<file path="src/hw/loop_gain_pkg.sv">
// Package with constants, register map and carrier types of the loop gain control.
package loop_gain_pkg;

   // ****************************************
   // Timing
   // ****************************************
   localparam int unsigned CLK_HZ          = 20_000_000;
   localparam int unsigned UPDATE_PERIOD_S = 1;
   localparam int unsigned UPDATE_CYCLES   = CLK_HZ * UPDATE_PERIOD_S;
   localparam int unsigned US_PER_S        = 1_000_000;
   localparam int unsigned CYCLES_PER_US   = CLK_HZ / US_PER_S;
   localparam int unsigned MAX_BATCH_US    = 65536;
   localparam int unsigned MAX_BATCHES     = 512;

   // ****************************************
   // Widths
   // ****************************************
   localparam int PWR_W   = 16;
   localparam int ATTEN_W = 10;
   localparam int STEP_W  = 7;
   localparam int DUR_W   = 17;
   localparam int CNT_W   = 22;
   localparam int SUM_W   = 40;
   localparam int PER_W   = 25;
   localparam int BCNT_W  = 10;
   localparam int ADDR_W  = 8;
   localparam int DATA_W  = 32;

   // Attenuation table: one index is 50 millidB, top entry 41.95 dB.
   localparam int unsigned ATTEN_RES_MDB   = 50;
   localparam int unsigned ATTEN_MAX_MDB   = 41950;
   localparam logic [ATTEN_W-1:0] ATTEN_MAX_INDEX =
      ATTEN_W'(ATTEN_MAX_MDB / ATTEN_RES_MDB);

   // ****************************************
   // Register offsets
   // ****************************************
   localparam logic [ADDR_W-1:0] OFS_CTRL      = 8'h00;
   localparam logic [ADDR_W-1:0] OFS_TX_FLOOR  = 8'h04;
   localparam logic [ADDR_W-1:0] OFS_OBS_FLOOR = 8'h08;
   localparam logic [ADDR_W-1:0] OFS_TARGET    = 8'h0C;
   localparam logic [ADDR_W-1:0] OFS_LOWER     = 8'h10;
   localparam logic [ADDR_W-1:0] OFS_UPPER     = 8'h14;
   localparam logic [ADDR_W-1:0] OFS_STEP      = 8'h18;
   localparam logic [ADDR_W-1:0] OFS_DURATION  = 8'h1C;
   localparam logic [ADDR_W-1:0] OFS_STATUS    = 8'h20;
   localparam logic [ADDR_W-1:0] OFS_MASK      = 8'h24;
   localparam logic [ADDR_W-1:0] OFS_ATTEN     = 8'h28;
   localparam logic [ADDR_W-1:0] OFS_GAIN      = 8'h2C;
   localparam logic [ADDR_W-1:0] OFS_BATCHES   = 8'h30;

   // Field positions.
   localparam int CTRL_ACTIVE_BIT = 0;
   localparam int CTRL_ENABLE_BIT = 1;
   localparam int CTRL_BUSY_BIT   = 2;
   localparam int EV_UPDATE_BIT   = 0;
   localparam int EV_SNR_ERR_BIT  = 1;
   localparam int EV_DROP_BIT     = 2;
   localparam int EV_W            = 3;

   // ****************************************
   // Reset values
   // ****************************************
   localparam logic [PWR_W-1:0]   RST_FLOOR    = 16'hFA88;
   localparam logic [PWR_W-1:0]   RST_TARGET   = 16'h0000;
   localparam logic [ATTEN_W-1:0] RST_LOWER    = 10'h000;
   localparam logic [ATTEN_W-1:0] RST_UPPER    = ATTEN_MAX_INDEX;
   localparam logic [STEP_W-1:0]  RST_STEP     = 7'h14;
   localparam logic [DUR_W-1:0]   RST_DURATION = 17'h0_0064;
   localparam logic [ATTEN_W-1:0] RST_ATTEN    = 10'h000;

   // Power samples in signed units of 0.05 dB full scale.
   typedef struct packed {
      logic             valid;
      logic [PWR_W-1:0] tx_pwr;
      logic [PWR_W-1:0] obs_pwr;
   } sample_s;

   typedef struct packed {
      logic [PWR_W-1:0] tx_power_floor;
      logic [PWR_W-1:0] obs_power_floor;
      logic [CNT_W-1:0] batch_cycles;
   } batch_cfg_s;

endpackage
</file>
<file path="src/hw/atten_stepper.sv">
// Computes the next attenuation index from the loop gain error.
`timescale 1ns/10ps
module atten_stepper import loop_gain_pkg::*; (
   input  wire logic [PWR_W-1:0]   target,
   input  wire logic [PWR_W-1:0]   measured,
   input  wire logic [STEP_W-1:0]  step_limit,
   input  wire logic [ATTEN_W-1:0] lower,
   input  wire logic [ATTEN_W-1:0] upper,
   input  wire logic [ATTEN_W-1:0] atten,
   output logic [ATTEN_W-1:0]      next_atten
);

   logic signed [PWR_W:0]     err;
   logic signed [PWR_W:0]     lim;
   logic signed [PWR_W+1:0]   moved;

   always_comb begin
      err = $signed({target[PWR_W-1], target})
          - $signed({measured[PWR_W-1], measured});
      lim = $signed({{(PWR_W+1-STEP_W){1'b0}}, step_limit});
      if (err > lim) begin
         err = lim;
      end else if (err < -lim) begin
         err = -lim;
      end
      // More attenuation lowers the loop gain, so a positive error
      // takes attenuation away.
      moved = $signed({{(PWR_W+2-ATTEN_W){1'b0}}, atten})
            - $signed({err[PWR_W], err});
      if (moved < $signed({{(PWR_W+2-ATTEN_W){1'b0}}, lower})) begin
         next_atten = lower;
      end else if (moved > $signed({{(PWR_W+2-ATTEN_W){1'b0}}, upper})) begin
         next_atten = upper;
      end else begin
         next_atten = moved[ATTEN_W-1:0];
      end
   end

endmodule

</file>
<file path="src/hw/batch_qualifier.sv">
// Captures one timed batch, checks the power floors and divides out the loop gain.
`timescale 1ns/10ps
module batch_qualifier import loop_gain_pkg::*; (
   input  wire logic             sys_clk,
   input  wire logic             nrst,
   input  wire logic             start,
   input  wire batch_cfg_s       cfg,
   input  wire sample_s          sample,
   input  wire logic             snr_ok,
   output logic                  done,
   output logic                  floors_met,
   output logic                  snr_met,
   output logic [PWR_W-1:0]      gain
);

   typedef enum logic [1:0] {
      Q_IDLE = 2'b00,
      Q_RUN  = 2'b01,
      Q_EVAL = 2'b10,
      Q_DIV  = 2'b11
   } q_state_e;

   q_state_e           st_q, st_d;
   logic [CNT_W-1:0]   timer_q, timer_d;
   logic [CNT_W-1:0]   cnt_q, cnt_d;
   logic [SUM_W-1:0]   tx_sum_q, tx_sum_d;
   logic [SUM_W-1:0]   obs_sum_q, obs_sum_d;
   logic [SUM_W-1:0]   dvd_q, dvd_d;
   logic [SUM_W:0]     rem_q, rem_d;
   logic [5:0]         bits_q, bits_d;
   logic               neg_q, neg_d;
   logic               done_q, done_d;
   logic               floors_q, floors_d;
   logic               snr_q, snr_d;
   logic [PWR_W-1:0]   gain_q, gain_d;
   logic [SUM_W-1:0]   diff, tx_lim, obs_lim;
   logic [2*SUM_W:0]   shifted;

   always_comb begin
      st_d      = st_q;
      timer_d   = timer_q;
      cnt_d     = cnt_q;
      tx_sum_d  = tx_sum_q;
      obs_sum_d = obs_sum_q;
      dvd_d     = dvd_q;
      rem_d     = rem_q;
      bits_d    = bits_q;
      neg_d     = neg_q;
      done_d    = 1'b0;
      floors_d  = floors_q;
      snr_d     = snr_q;
      gain_d    = gain_q;
      diff      = obs_sum_q - tx_sum_q;
      tx_lim    = SUM_W'($signed(cfg.tx_power_floor) * $signed({1'b0, cnt_q}));
      obs_lim   = SUM_W'($signed(cfg.obs_power_floor) * $signed({1'b0, cnt_q}));
      shifted   = {rem_q, dvd_q} << 1;
      unique case (st_q)
         Q_IDLE: begin
            if (start) begin
               st_d      = Q_RUN;
               timer_d   = '0;
               cnt_d     = '0;
               tx_sum_d  = '0;
               obs_sum_d = '0;
            end
         end
         Q_RUN: begin
            timer_d = timer_q + 1'b1;
            if (sample.valid) begin
               cnt_d     = cnt_q + 1'b1;
               tx_sum_d  = tx_sum_q + SUM_W'($signed(sample.tx_pwr));
               obs_sum_d = obs_sum_q + SUM_W'($signed(sample.obs_pwr));
            end
            // The batch lasts exactly the programmed number of cycles.
            if (timer_q == cfg.batch_cycles - 1'b1) begin
               st_d  = Q_EVAL;
               snr_d = snr_ok;
            end
         end
         Q_EVAL: begin
            // Both paths must pass; either failure drops the whole batch.
            floors_d = (cnt_q != '0) &&
                       ($signed(tx_sum_q) >= $signed(tx_lim)) &&
                       ($signed(obs_sum_q) >= $signed(obs_lim));
            neg_d  = diff[SUM_W-1];
            dvd_d  = diff[SUM_W-1] ? SUM_W'(-diff) : diff;
            rem_d  = '0;
            bits_d = 6'(SUM_W);
            if (cnt_q == '0) begin
               st_d   = Q_IDLE;
               done_d = 1'b1;
            end else begin
               st_d = Q_DIV;
            end
         end
         Q_DIV: begin
            rem_d  = shifted[2*SUM_W:SUM_W];
            dvd_d  = shifted[SUM_W-1:0];
            if (rem_d >= {{(SUM_W+1-CNT_W){1'b0}}, cnt_q}) begin
               rem_d    = rem_d - {{(SUM_W+1-CNT_W){1'b0}}, cnt_q};
               dvd_d[0] = 1'b1;
            end
            bits_d = bits_q - 1'b1;
            if (bits_q == 6'h01) begin
               st_d   = Q_IDLE;
               done_d = 1'b1;
               gain_d = neg_q ? PWR_W'(-dvd_d) : dvd_d[PWR_W-1:0];
            end
         end
      endcase
   end

   always_ff @(posedge sys_clk) begin
      if (!nrst) begin
         st_q      <= Q_IDLE;
         timer_q   <= '0;
         cnt_q     <= '0;
         tx_sum_q  <= '0;
         obs_sum_q <= '0;
         dvd_q     <= '0;
         rem_q     <= '0;
         bits_q    <= '0;
         neg_q     <= 1'b0;
         done_q    <= 1'b0;
         floors_q  <= 1'b0;
         snr_q     <= 1'b0;
         gain_q    <= '0;
      end else begin
         st_q      <= st_d;
         timer_q   <= timer_d;
         cnt_q     <= cnt_d;
         tx_sum_q  <= tx_sum_d;
         obs_sum_q <= obs_sum_d;
         dvd_q     <= dvd_d;
         rem_q     <= rem_d;
         bits_q    <= bits_d;
         neg_q     <= neg_d;
         done_q    <= done_d;
         floors_q  <= floors_d;
         snr_q     <= snr_d;
         gain_q    <= gain_d;
      end
   end

   assign done       = done_q;
   assign floors_met = floors_q;
   assign snr_met    = snr_q;
   assign gain       = gain_q;

endmodule

</file>
<file path="src/hw/loop_gain_attenuation_control.sv">
// Top of the closed loop gain control with its register port.
`timescale 1ns/10ps
module loop_gain_attenuation_control import loop_gain_pkg::*; #(
   parameter int unsigned UPDATE_CYCLES_P = UPDATE_CYCLES
) (
   input  wire logic              sys_clk,
   input  wire logic              nrst,
   input  wire logic [ADDR_W-1:0] reg_addr,
   input  wire logic [DATA_W-1:0] reg_wdata,
   input  wire logic              reg_wr,
   input  wire logic              reg_rd,
   output logic [DATA_W-1:0]      reg_rdata,
   input  wire sample_s           sample,
   input  wire logic              obs_snr_ok,
   output logic [ATTEN_W-1:0]     applied_atten_index,
   output logic                   atten_update,
   output logic                   irq
);

   // ****************************************
   // Configuration registers
   // ****************************************
   logic               active_q, active_d;
   logic               enable_q, enable_d;
   logic [PWR_W-1:0]   tx_floor_q, tx_floor_d;
   logic [PWR_W-1:0]   obs_floor_q, obs_floor_d;
   logic [PWR_W-1:0]   target_q, target_d;
   logic [ATTEN_W-1:0] lower_q, lower_d;
   logic [ATTEN_W-1:0] upper_q, upper_d;
   logic [STEP_W-1:0]  step_q, step_d;
   logic [DUR_W-1:0]   dur_q, dur_d;
   logic [EV_W-1:0]    status_q, status_d;
   logic [EV_W-1:0]    mask_q, mask_d;
   logic [DATA_W-1:0]  rdata_q, rdata_d;
   logic [EV_W-1:0]    events;

   always_comb begin
      active_d    = active_q;
      enable_d    = enable_q;
      tx_floor_d  = tx_floor_q;
      obs_floor_d = obs_floor_q;
      target_d    = target_q;
      lower_d     = lower_q;
      upper_d     = upper_q;
      step_d      = step_q;
      dur_d       = dur_q;
      mask_d      = mask_q;
      status_d    = status_q;
      if (reg_wr) begin
         unique case (reg_addr)
            OFS_CTRL: begin
               active_d = reg_wdata[CTRL_ACTIVE_BIT];
               enable_d = reg_wdata[CTRL_ENABLE_BIT];
            end
            OFS_TX_FLOOR:  tx_floor_d  = reg_wdata[PWR_W-1:0];
            OFS_OBS_FLOOR: obs_floor_d = reg_wdata[PWR_W-1:0];
            OFS_TARGET:    target_d    = reg_wdata[PWR_W-1:0];
            OFS_LOWER:     lower_d     = reg_wdata[ATTEN_W-1:0];
            OFS_UPPER:     upper_d     = reg_wdata[ATTEN_W-1:0];
            OFS_STEP:      step_d      = reg_wdata[STEP_W-1:0];
            OFS_DURATION: begin
               // Out of range durations saturate into 1 to 65536 us.
               if (reg_wdata > DATA_W'(MAX_BATCH_US)) begin
                  dur_d = DUR_W'(MAX_BATCH_US);
               end else if (reg_wdata == '0) begin
                  dur_d = DUR_W'(1);
               end else begin
                  dur_d = reg_wdata[DUR_W-1:0];
               end
            end
            OFS_STATUS:    status_d = status_q & ~reg_wdata[EV_W-1:0];
            OFS_MASK:      mask_d   = reg_wdata[EV_W-1:0];
            default: begin
            end
         endcase
      end
      // A new event wins over a clear in the same cycle.
      status_d = status_d | events;
   end

   always_ff @(posedge sys_clk) begin
      if (!nrst) begin
         active_q    <= 1'b0;
         enable_q    <= 1'b0;
         tx_floor_q  <= RST_FLOOR;
         obs_floor_q <= RST_FLOOR;
         target_q    <= RST_TARGET;
         lower_q     <= RST_LOWER;
         upper_q     <= RST_UPPER;
         step_q      <= RST_STEP;
         dur_q       <= RST_DURATION;
         status_q    <= '0;
         mask_q      <= '0;
      end else begin
         active_q    <= active_d;
         enable_q    <= enable_d;
         tx_floor_q  <= tx_floor_d;
         obs_floor_q <= obs_floor_d;
         target_q    <= target_d;
         lower_q     <= lower_d;
         upper_q     <= upper_d;
         step_q      <= step_d;
         dur_q       <= dur_d;
         status_q    <= status_d;
         mask_q      <= mask_d;
      end
   end

   // ****************************************
   // Update sequencer
   // ****************************************
   typedef enum logic [1:0] {
      S_IDLE    = 2'b00,
      S_START   = 2'b01,
      S_CAPTURE = 2'b10,
      S_APPLY   = 2'b11
   } seq_state_e;

   seq_state_e         st_q, st_d;
   logic [PER_W-1:0]   period_q, period_d;
   logic [BCNT_W-1:0]  batches_q, batches_d;
   logic [ATTEN_W-1:0] atten_q, atten_d;
   logic [PWR_W-1:0]   gain_q, gain_d;
   logic               upd_q, upd_d;
   logic               tick;
   logic               q_start;
   logic               q_done;
   logic               q_floors;
   logic               q_snr;
   logic [PWR_W-1:0]   q_gain;
   logic [ATTEN_W-1:0] next_atten;
   batch_cfg_s         bcfg;

   assign tick = (period_q == PER_W'(UPDATE_CYCLES_P - 1));

   always_comb begin
      st_d      = st_q;
      period_d  = tick ? '0 : period_q + 1'b1;
      batches_d = batches_q;
      atten_d   = atten_q;
      gain_d    = gain_q;
      upd_d     = 1'b0;
      events    = '0;
      q_start   = 1'b0;
      unique case (st_q)
         S_IDLE: begin
            if (enable_q && tick) begin
               st_d      = S_START;
               batches_d = '0;
            end
         end
         S_START: begin
            q_start = 1'b1;
            st_d    = S_CAPTURE;
         end
         S_CAPTURE: begin
            if (q_done) begin
               batches_d = batches_q + 1'b1;
               if (q_floors && q_snr) begin
                  // Stop capturing; the loop gain of this batch is kept.
                  gain_d = q_gain;
                  if (active_q) begin
                     st_d = S_APPLY;
                  end else begin
                     st_d = S_IDLE;
                     events[EV_UPDATE_BIT] = 1'b1;
                  end
               end else begin
                  events[EV_DROP_BIT] = !q_floors;
                  if (batches_q == BCNT_W'(MAX_BATCHES - 1)) begin
                     st_d = S_IDLE;
                     events[EV_SNR_ERR_BIT] = 1'b1;
                  end else begin
                     st_d = S_START;
                  end
               end
            end
         end
         S_APPLY: begin
            // Only one bounded step per update; the rest waits.
            atten_d = next_atten;
            upd_d   = 1'b1;
            events[EV_UPDATE_BIT] = 1'b1;
            st_d = S_IDLE;
         end
      endcase
   end

   always_ff @(posedge sys_clk) begin
      if (!nrst) begin
         st_q      <= S_IDLE;
         period_q  <= '0;
         batches_q <= '0;
         atten_q   <= RST_ATTEN;
         gain_q    <= '0;
         upd_q     <= 1'b0;
      end else begin
         st_q      <= st_d;
         period_q  <= period_d;
         batches_q <= batches_d;
         atten_q   <= atten_d;
         gain_q    <= gain_d;
         upd_q     <= upd_d;
      end
   end

   assign bcfg.tx_power_floor  = tx_floor_q;
   assign bcfg.obs_power_floor = obs_floor_q;
   assign bcfg.batch_cycles    = CNT_W'(dur_q * CYCLES_PER_US);

   batch_qualifier u_batch (
      .sys_clk    (sys_clk),
      .nrst       (nrst),
      .start      (q_start),
      .cfg        (bcfg),
      .sample     (sample),
      .snr_ok     (obs_snr_ok),
      .done       (q_done),
      .floors_met (q_floors),
      .snr_met    (q_snr),
      .gain       (q_gain)
   );

   atten_stepper u_step (
      .target     (target_q),
      .measured   (gain_q),
      .step_limit (step_q),
      .lower      (lower_q),
      .upper      (upper_q),
      .atten      (atten_q),
      .next_atten (next_atten)
   );

   // ****************************************
   // Read port and outputs
   // ****************************************
   always_comb begin
      rdata_d = '0;
      if (reg_rd) begin
         unique case (reg_addr)
            OFS_CTRL: begin
               rdata_d[CTRL_ACTIVE_BIT] = active_q;
               rdata_d[CTRL_ENABLE_BIT] = enable_q;
               rdata_d[CTRL_BUSY_BIT]   = (st_q != S_IDLE);
            end
            OFS_TX_FLOOR:  rdata_d = DATA_W'(tx_floor_q);
            OFS_OBS_FLOOR: rdata_d = DATA_W'(obs_floor_q);
            OFS_TARGET:    rdata_d = DATA_W'(target_q);
            OFS_LOWER:     rdata_d = DATA_W'(lower_q);
            OFS_UPPER:     rdata_d = DATA_W'(upper_q);
            OFS_STEP:      rdata_d = DATA_W'(step_q);
            OFS_DURATION:  rdata_d = DATA_W'(dur_q);
            OFS_STATUS:    rdata_d = DATA_W'(status_q);
            OFS_MASK:      rdata_d = DATA_W'(mask_q);
            OFS_ATTEN:     rdata_d = DATA_W'(atten_q);
            OFS_GAIN:      rdata_d = DATA_W'(gain_q);
            OFS_BATCHES:   rdata_d = DATA_W'(batches_q);
            default:       rdata_d = '0;
         endcase
      end
   end

   always_ff @(posedge sys_clk) begin
      if (!nrst) begin
         rdata_q <= '0;
      end else begin
         rdata_q <= rdata_d;
      end
   end

   assign reg_rdata           = rdata_q;
   assign applied_atten_index = atten_q;
   assign atten_update        = upd_q;
   assign irq                 = |(status_q & mask_q);

endmodule

</file>
<file path="config.mk">
export PLATFORM = sky130hd
export DESIGN_NAME = loop_gain_attenuation_control
export DESIGN_NICKNAME = d
export VERILOG_FILES = /design/src/hw/loop_gain_pkg.sv /design/src/hw/atten_stepper.sv /design/src/hw/batch_qualifier.sv /design/src/hw/loop_gain_attenuation_control.sv
export SDC_FILE = /design/constraint.sdc
export NUM_CORES = 2
export LEC_CHECK = 0
export ABC_AREA = 1
export BUFFER_PORTS_ARGS = -buffer_cell sky130_fd_sc_hd__buf_4
export CAP_MARGIN = 0
export CORE_MARGIN = 4
export CORE_UTILIZATION = 30
export DETAILED_ROUTE_END_ITERATION = 8
export GPL_TIMING_DRIVEN = 1
export PLACE_DENSITY_LB_ADDON = 0.3
export REMOVE_ABC_BUFFERS = 1
export SETUP_SLACK_MARGIN = 0.15
export SYNTH_ARGS = -nofsm -noshare
export SYNTH_HDL_FRONTEND = slang
export SYNTH_HIERARCHICAL = 1
export SYNTH_SLANG_ARGS = --single-unit
</file>
<file path="constraint.sdc">
create_clock -name sys_clk -period 23.2 [get_ports sys_clk]
set_input_delay 2.32 -clock sys_clk [delete_from_list [all_inputs] [get_ports sys_clk]]
set_output_delay 2.32 -clock sys_clk [all_outputs]
set_load 0.02 [all_outputs]
</file>
# Yosys cells after proc, flatten, opt, wreduce, memory -nomap -nowiden
# Cells that the tools add are included.
dict set report word_totals {
  in_bits 78
  out_inout_bits 44
  register_bits 428
}
dict set report classes {
  order_cmp 8
  n_mux 53
  mul 3
  n_bitwise 5
  eq_ne 28
  reduce_logical 35
  addsub 15
}
# cell n
set op_table {}
lappend op_table {{40-bit case mux with 2 select lines} 4}
lappend op_table {{40-bit 2-to-1 mux} 5}
lappend op_table {{14-bit case mux with 10 select lines} 1}
lappend op_table {{22-bit case mux with 2 select lines} 2}
lappend op_table {{40-bit adder} 2}
lappend op_table {{40-bit >= comparator} 2}
lappend op_table {{16-bit by 23-bit multiplier with 39-bit output} 2}
lappend op_table {{17-bit 2-to-1 mux} 4}
lappend op_table {{22-bit by 1-bit adder with 22-bit output, second input constant} 2}
lappend op_table {{22-bit 2-to-1 mux} 2}
lappend op_table {{41-bit by 22-bit >= comparator with 1-bit output} 1}
lappend op_table {{8-bit by 6-bit equality test with 1-bit output, second input constant} 5}
lappend op_table {{10-bit 2-to-1 mux} 4}
lappend op_table {{40-bit negator} 1}
lappend op_table {{40-bit by 22-bit subtractor with 40-bit output} 1}
lappend op_table {{40-bit subtractor} 1}
lappend op_table {{3-bit case mux with 13 select lines} 1}
lappend op_table {{8-bit by 5-bit equality test with 1-bit output, second input constant} 4}
lappend op_table {{32-bit by 17-bit greater-than comparator with 1-bit output, second input constant} 1}
lappend op_table {{32-bit zero test} 1}
lappend op_table {{2-bit AND reduction} 14}
lappend op_table {{25-bit by 1-bit adder with 25-bit output, second input constant} 1}
lappend op_table {{25-bit equality test, second input constant} 1}
lappend op_table {{22-bit equality test} 1}
lappend op_table {{42 further kinds} 84}

# Depth between registers and ports, before layout
dict set report depth {
  depth_word 8
  ltp_mapped 53
  mapped_depth_nobuf 52
}

# Modules after synthesis
# Netlist, hierarchy kept.
# module cells_each n_inst area_per_inst_um2 seq_area_each_um2
set by_module_without_submodules {}
lappend by_module_without_submodules {batch_qualifier 6913 1 46875.0 4644.5}
lappend by_module_without_submodules {loop_gain_attenuation_control 1325 1 9130.0 3623.5}
lappend by_module_without_submodules {atten_stepper 598 1 3572.2 0.0}

# Worst setup path after synthesis
# No wires, ideal clock.
dict set report synth_path {
  kind {reg-to-reg}
  start {register tx_floor_q[15]}
  end {register u_batch.floors_q, in the netlist u_batch/floors_met}
  required_time_ns 23.142
  path_stages_with_launch 41
  path_buffers 2
  path_slack_ns 15.808
  arrival_time_ns 7.334
  setup_ns 0.058
  period_less_slack_ns 7.392
  cell_sequence {dfxtp_1 clkbuf_1 inv_1 buf_1 nor2_1 fa_1 inv_1 fa_1 inv_1 fa_1 fa_1 fa_1 inv_1 fa_1 inv_1 ha_1 a21oi_1 o21a_1 (+5 left out) nand3_1 nand2_1 xor2_1 ha_1 nand2_1 inv_1 nand3_1 nor2_1 inv_1 nor4_1 nand4_1 a31oi_1 nor2_1 nand2_1 a21oi_1 o21ai_0 nand3_1 nand2_1}
}
dict set report synth_between {
  elab_chain_cells 4
}
# item line
set synth_rtl {}
lappend synth_rtl {{start: declaration} loop_gain_attenuation_control.sv:25} ;# logic [PWR_W-1:0] tx_floor_q, tx_floor_d;
lappend synth_rtl {{start signal: assignment} loop_gain_attenuation_control.sv:97} ;# tx_floor_q <= tx_floor_d;
lappend synth_rtl {{16-bit by 23-bit multiplier with 39-bit output} batch_qualifier.sv:54} ;# tx_lim = SUM_W'($signed(cfg.tx_power_floor) * $signed({1'b0, cnt_q}));
lappend synth_rtl {{40-bit >= comparator} batch_qualifier.sv:83} ;# ($signed(tx_sum_q) >= $signed(tx_lim)) &&
lappend synth_rtl {{1-bit logical AND} batch_qualifier.sv:82} ;# floors_d = (cnt_q != '0) &&
lappend synth_rtl {{1-bit logical AND} batch_qualifier.sv:83}
lappend synth_rtl {{end signal: assignment} batch_qualifier.sv:139} ;# floors_q <= floors_d;
lappend synth_rtl {{end: declaration} batch_qualifier.sv:33} ;# logic floors_q, floors_d;
# No other way between the ends.
# A chain may end at the register's enable or synchronous reset.

# Worst setup path in the final report
# Same ends and word-level chain as after synthesis.

==> reports/summary.txt <==
residual DRC count: 0
GP Congestion: 0.966
CP required: 23.83 ns
final setup vio count: 0
Die Y-Extent: 454 um
design area: 0.0651 mm2
core area: 0.197 mm2
Int Pwr: 2.07 mW
GR Util All Layers: 20.2%
worst vdd ir: 0.0000817 V
cell taking the most area after synthesis: fa_1
most used cell, CP: fa_1
CTS Buf Count: 58
Vias: 56400
die extent in x: 454 um
most frequent cells in the layout: nand2_1 (2131), inv_1 (1846), a21oi_1 (681)
1st-iter DRT viols: 4245
WS Path Type: flip-flop to flip-flop
drt first pass iters: 6
clk_lat worst skew: 0.72 ns
Pins Over Slew Limit: 0
cts hold-fix bufs: 0
CP Capture Type: flip-flop
clock sink total: 413
Slew HR: 6.89%
Reg power frac: 18.8%
row count: 163
share of layout cells above drive strength 1: 5.36%
hold violation count in the final report: 0
Setup WS post-layout: 14.04 ns
Hold Crit Class: flip-flop to flip-flop
final core utilization: 33.0%
Final Routed Wirelength: 210000 um
cells after synthesis: 8836
status: completed
worst path arrival time: 9.79 ns
Placed Area: 0.0630 mm2
r2r setup slk: 14.04 ns
Post-CTS Setup Inserts: 0
net switching power: 2.08 mW
H-tree levels: 2
total grt overflow: 0
initial antenna violation count: 7
RSZ-0062 raised after global routing: false
IO Count: 122
vias in the first global route: 55900
top cells by area, synth: fa_1 (19%), dfxtp_1 (14%), nand2_1 (13%)
Setup TNS: 0 ns
Post-Syn Area: 0.0596 mm2
Max stage delay cell, worst path: dfxtp_1
Switching Share: 50.0%
global-route wire length before repair: 327000 um
DPL Wire Length: 167000 um
CTS resizes: 0
Worst-Margin Slew: 1.39 ns
library cells used by synthesis: 77
synth warn: 6
Post-synth EDFFs: 0
DR vias/cell: 4.90
clk root buf: clkbuf_16
# fillers: 21600
leakage: 34.1 nW
largest net degree at the start of global routing: 88
layout net count: 10000
clock-pin slew on the worst setup and hold paths: 0.06 ns
Fmax: 109 MHz
CTS tree: done
pre-CTS setup slack: 14.19 ns
synth-to-layout area growth: 9.35%
most common cell after layout, fill and taps aside: nand2_1
Max Cap Viol: 0
fin crit period: 9.16 ns
Final ANT Viol Nets: 0
PD cells: 63.7 mW/mm2
die area: 0.206 mm2
max incr delay on CP: 0.84 ns
Avg WL per Cell: 18.3 um
Starting Density: 30.2%
CTS Buffer Depth: 3
Clock Skew: 0.0557 ns
final period utilization: 39.5%
ys async rst share: 0%
Port-buffer cells: 106
clock network fraction of total power: 24.0%
share of the synthesized area in the top cell type: 18.9%
combinational power share: 57.2%
Mean Syn Cell Area: 6.74 um2
prevailing post-synth register cell: dfxtp_1
CP startpoint kind: flip-flop
post-synthesis sequential area ratio: 13.9%
CP Max Fanout: 14
post-synthesis register bit count: 413
## power groups by stage
stage | clock network (mW) | registers (mW) | logic [mW]
CTS | 1.02 | 0.782 | 2.35
global placement | 0 | 0.798 | 2.31
global route | 1.05 | 0.782 | 2.67
detailed placement | 0 | 0.797 | 2.33
floorplan | 0 | 0.766 | 1.71
finish | 0.995 | 0.782 | 2.37
## worst paths after layout
check | to | depth (start not counted) | from
min reg2reg | period_q[0] | 1 | period_q[0]
max reg2reg | u_batch/floors_met | 35 | tx_floor_q[15]
min | period_q[0] | 1 | period_q[0]
max | u_batch/floors_met | 35 | tx_floor_q[15]
## Yosys cell counts (all sizes together), types with 84 or more instances
cell type / count
fa: 563
nor2: 711
a21oi: 687
ha: 596
buf: 136
nand3: 360
o21ai: 390
nand2: 2179
xor2: 111
nand4: 84
xnor2: 89
inv: 1871
clkbuf: 154
nor3: 90
dfxtp: 413
## logic make-up after synthesis
| logic type | after synthesis | share of synthesized area, % |
|---|---|---|
| AND/OR/NAND/NOR | 3507 | 24.8 |
| buffers and inverters | 2170 | 14.0 |
| AO/OA/AOI/OAI | 1386 | 12.9 |
| adder cells (fa/ha/maj) | 1159 | 31.4 |
| flip-flops | 413 | 13.9 |
| XOR/XNOR | 200 | 2.95 |
| other | 1 | 0.00629 |
## worst max-delay path: cells and delay by family, from the launching register on
family                     cells  cell delay [ns]
AOI/OAI and AO/OA              7             1.36
buffers and inverters          5             0.81
and+or+nand+nor               14             2.07
adders and majority gates      8             3.88
DFF                            1             0.84
xor gates and xnor gates       1             0.10
## sequential cells by signal, indices dropped and copies added (netlist names), 16 cells and up
register / cells
tx_floor_q: 16
u_batch/gain: 16
u_batch/dvd_q: 40
u_batch/rem_q: 40
target_q: 16
u_batch/cnt_q: 22
dur_q: 17
obs_floor_q: 16
gain_q: 16
u_batch/timer_q: 22
reg_rdata: 17
u_batch/obs_sum_q: 40
u_batch/tx_sum_q: 40
period_q: 25
## per-stage QoR
step           hold WS, ns  power, mW  cells
2_1_floorplan        0.418       2.48   8564
3_3_place_gp         0.429       3.11  11400
3_5_place_dp         0.438       3.13  11400
4_1_cts              0.453       4.16  11500
5_1_grt              0.475       4.50  11500
6_report             0.449       4.15  11500
## routing by layer
metal	wire length (um)	part of all wire (%)	GRT usage [%]
met1	94300	45	27.0
met2	98100	47	33.9
met3	10600	5.1	2.31
met4	6930	3.3	6.40
met5	20	0.0095	0
## layout make-up
class                      count  area [um2]  area share [%]
timing repair buffer         177        1330            2.04
clock buffer                  76        1620            2.49
sequential                   413        8270            12.7
clock inverter                34         488           0.749
antenna                        2        5.00         0.00768
inverter                    1880        7070            10.8
tap                         2640        3300            5.07
multi-input combinational   6271       43100            66.1
Power figures use the tool's default switching activity.
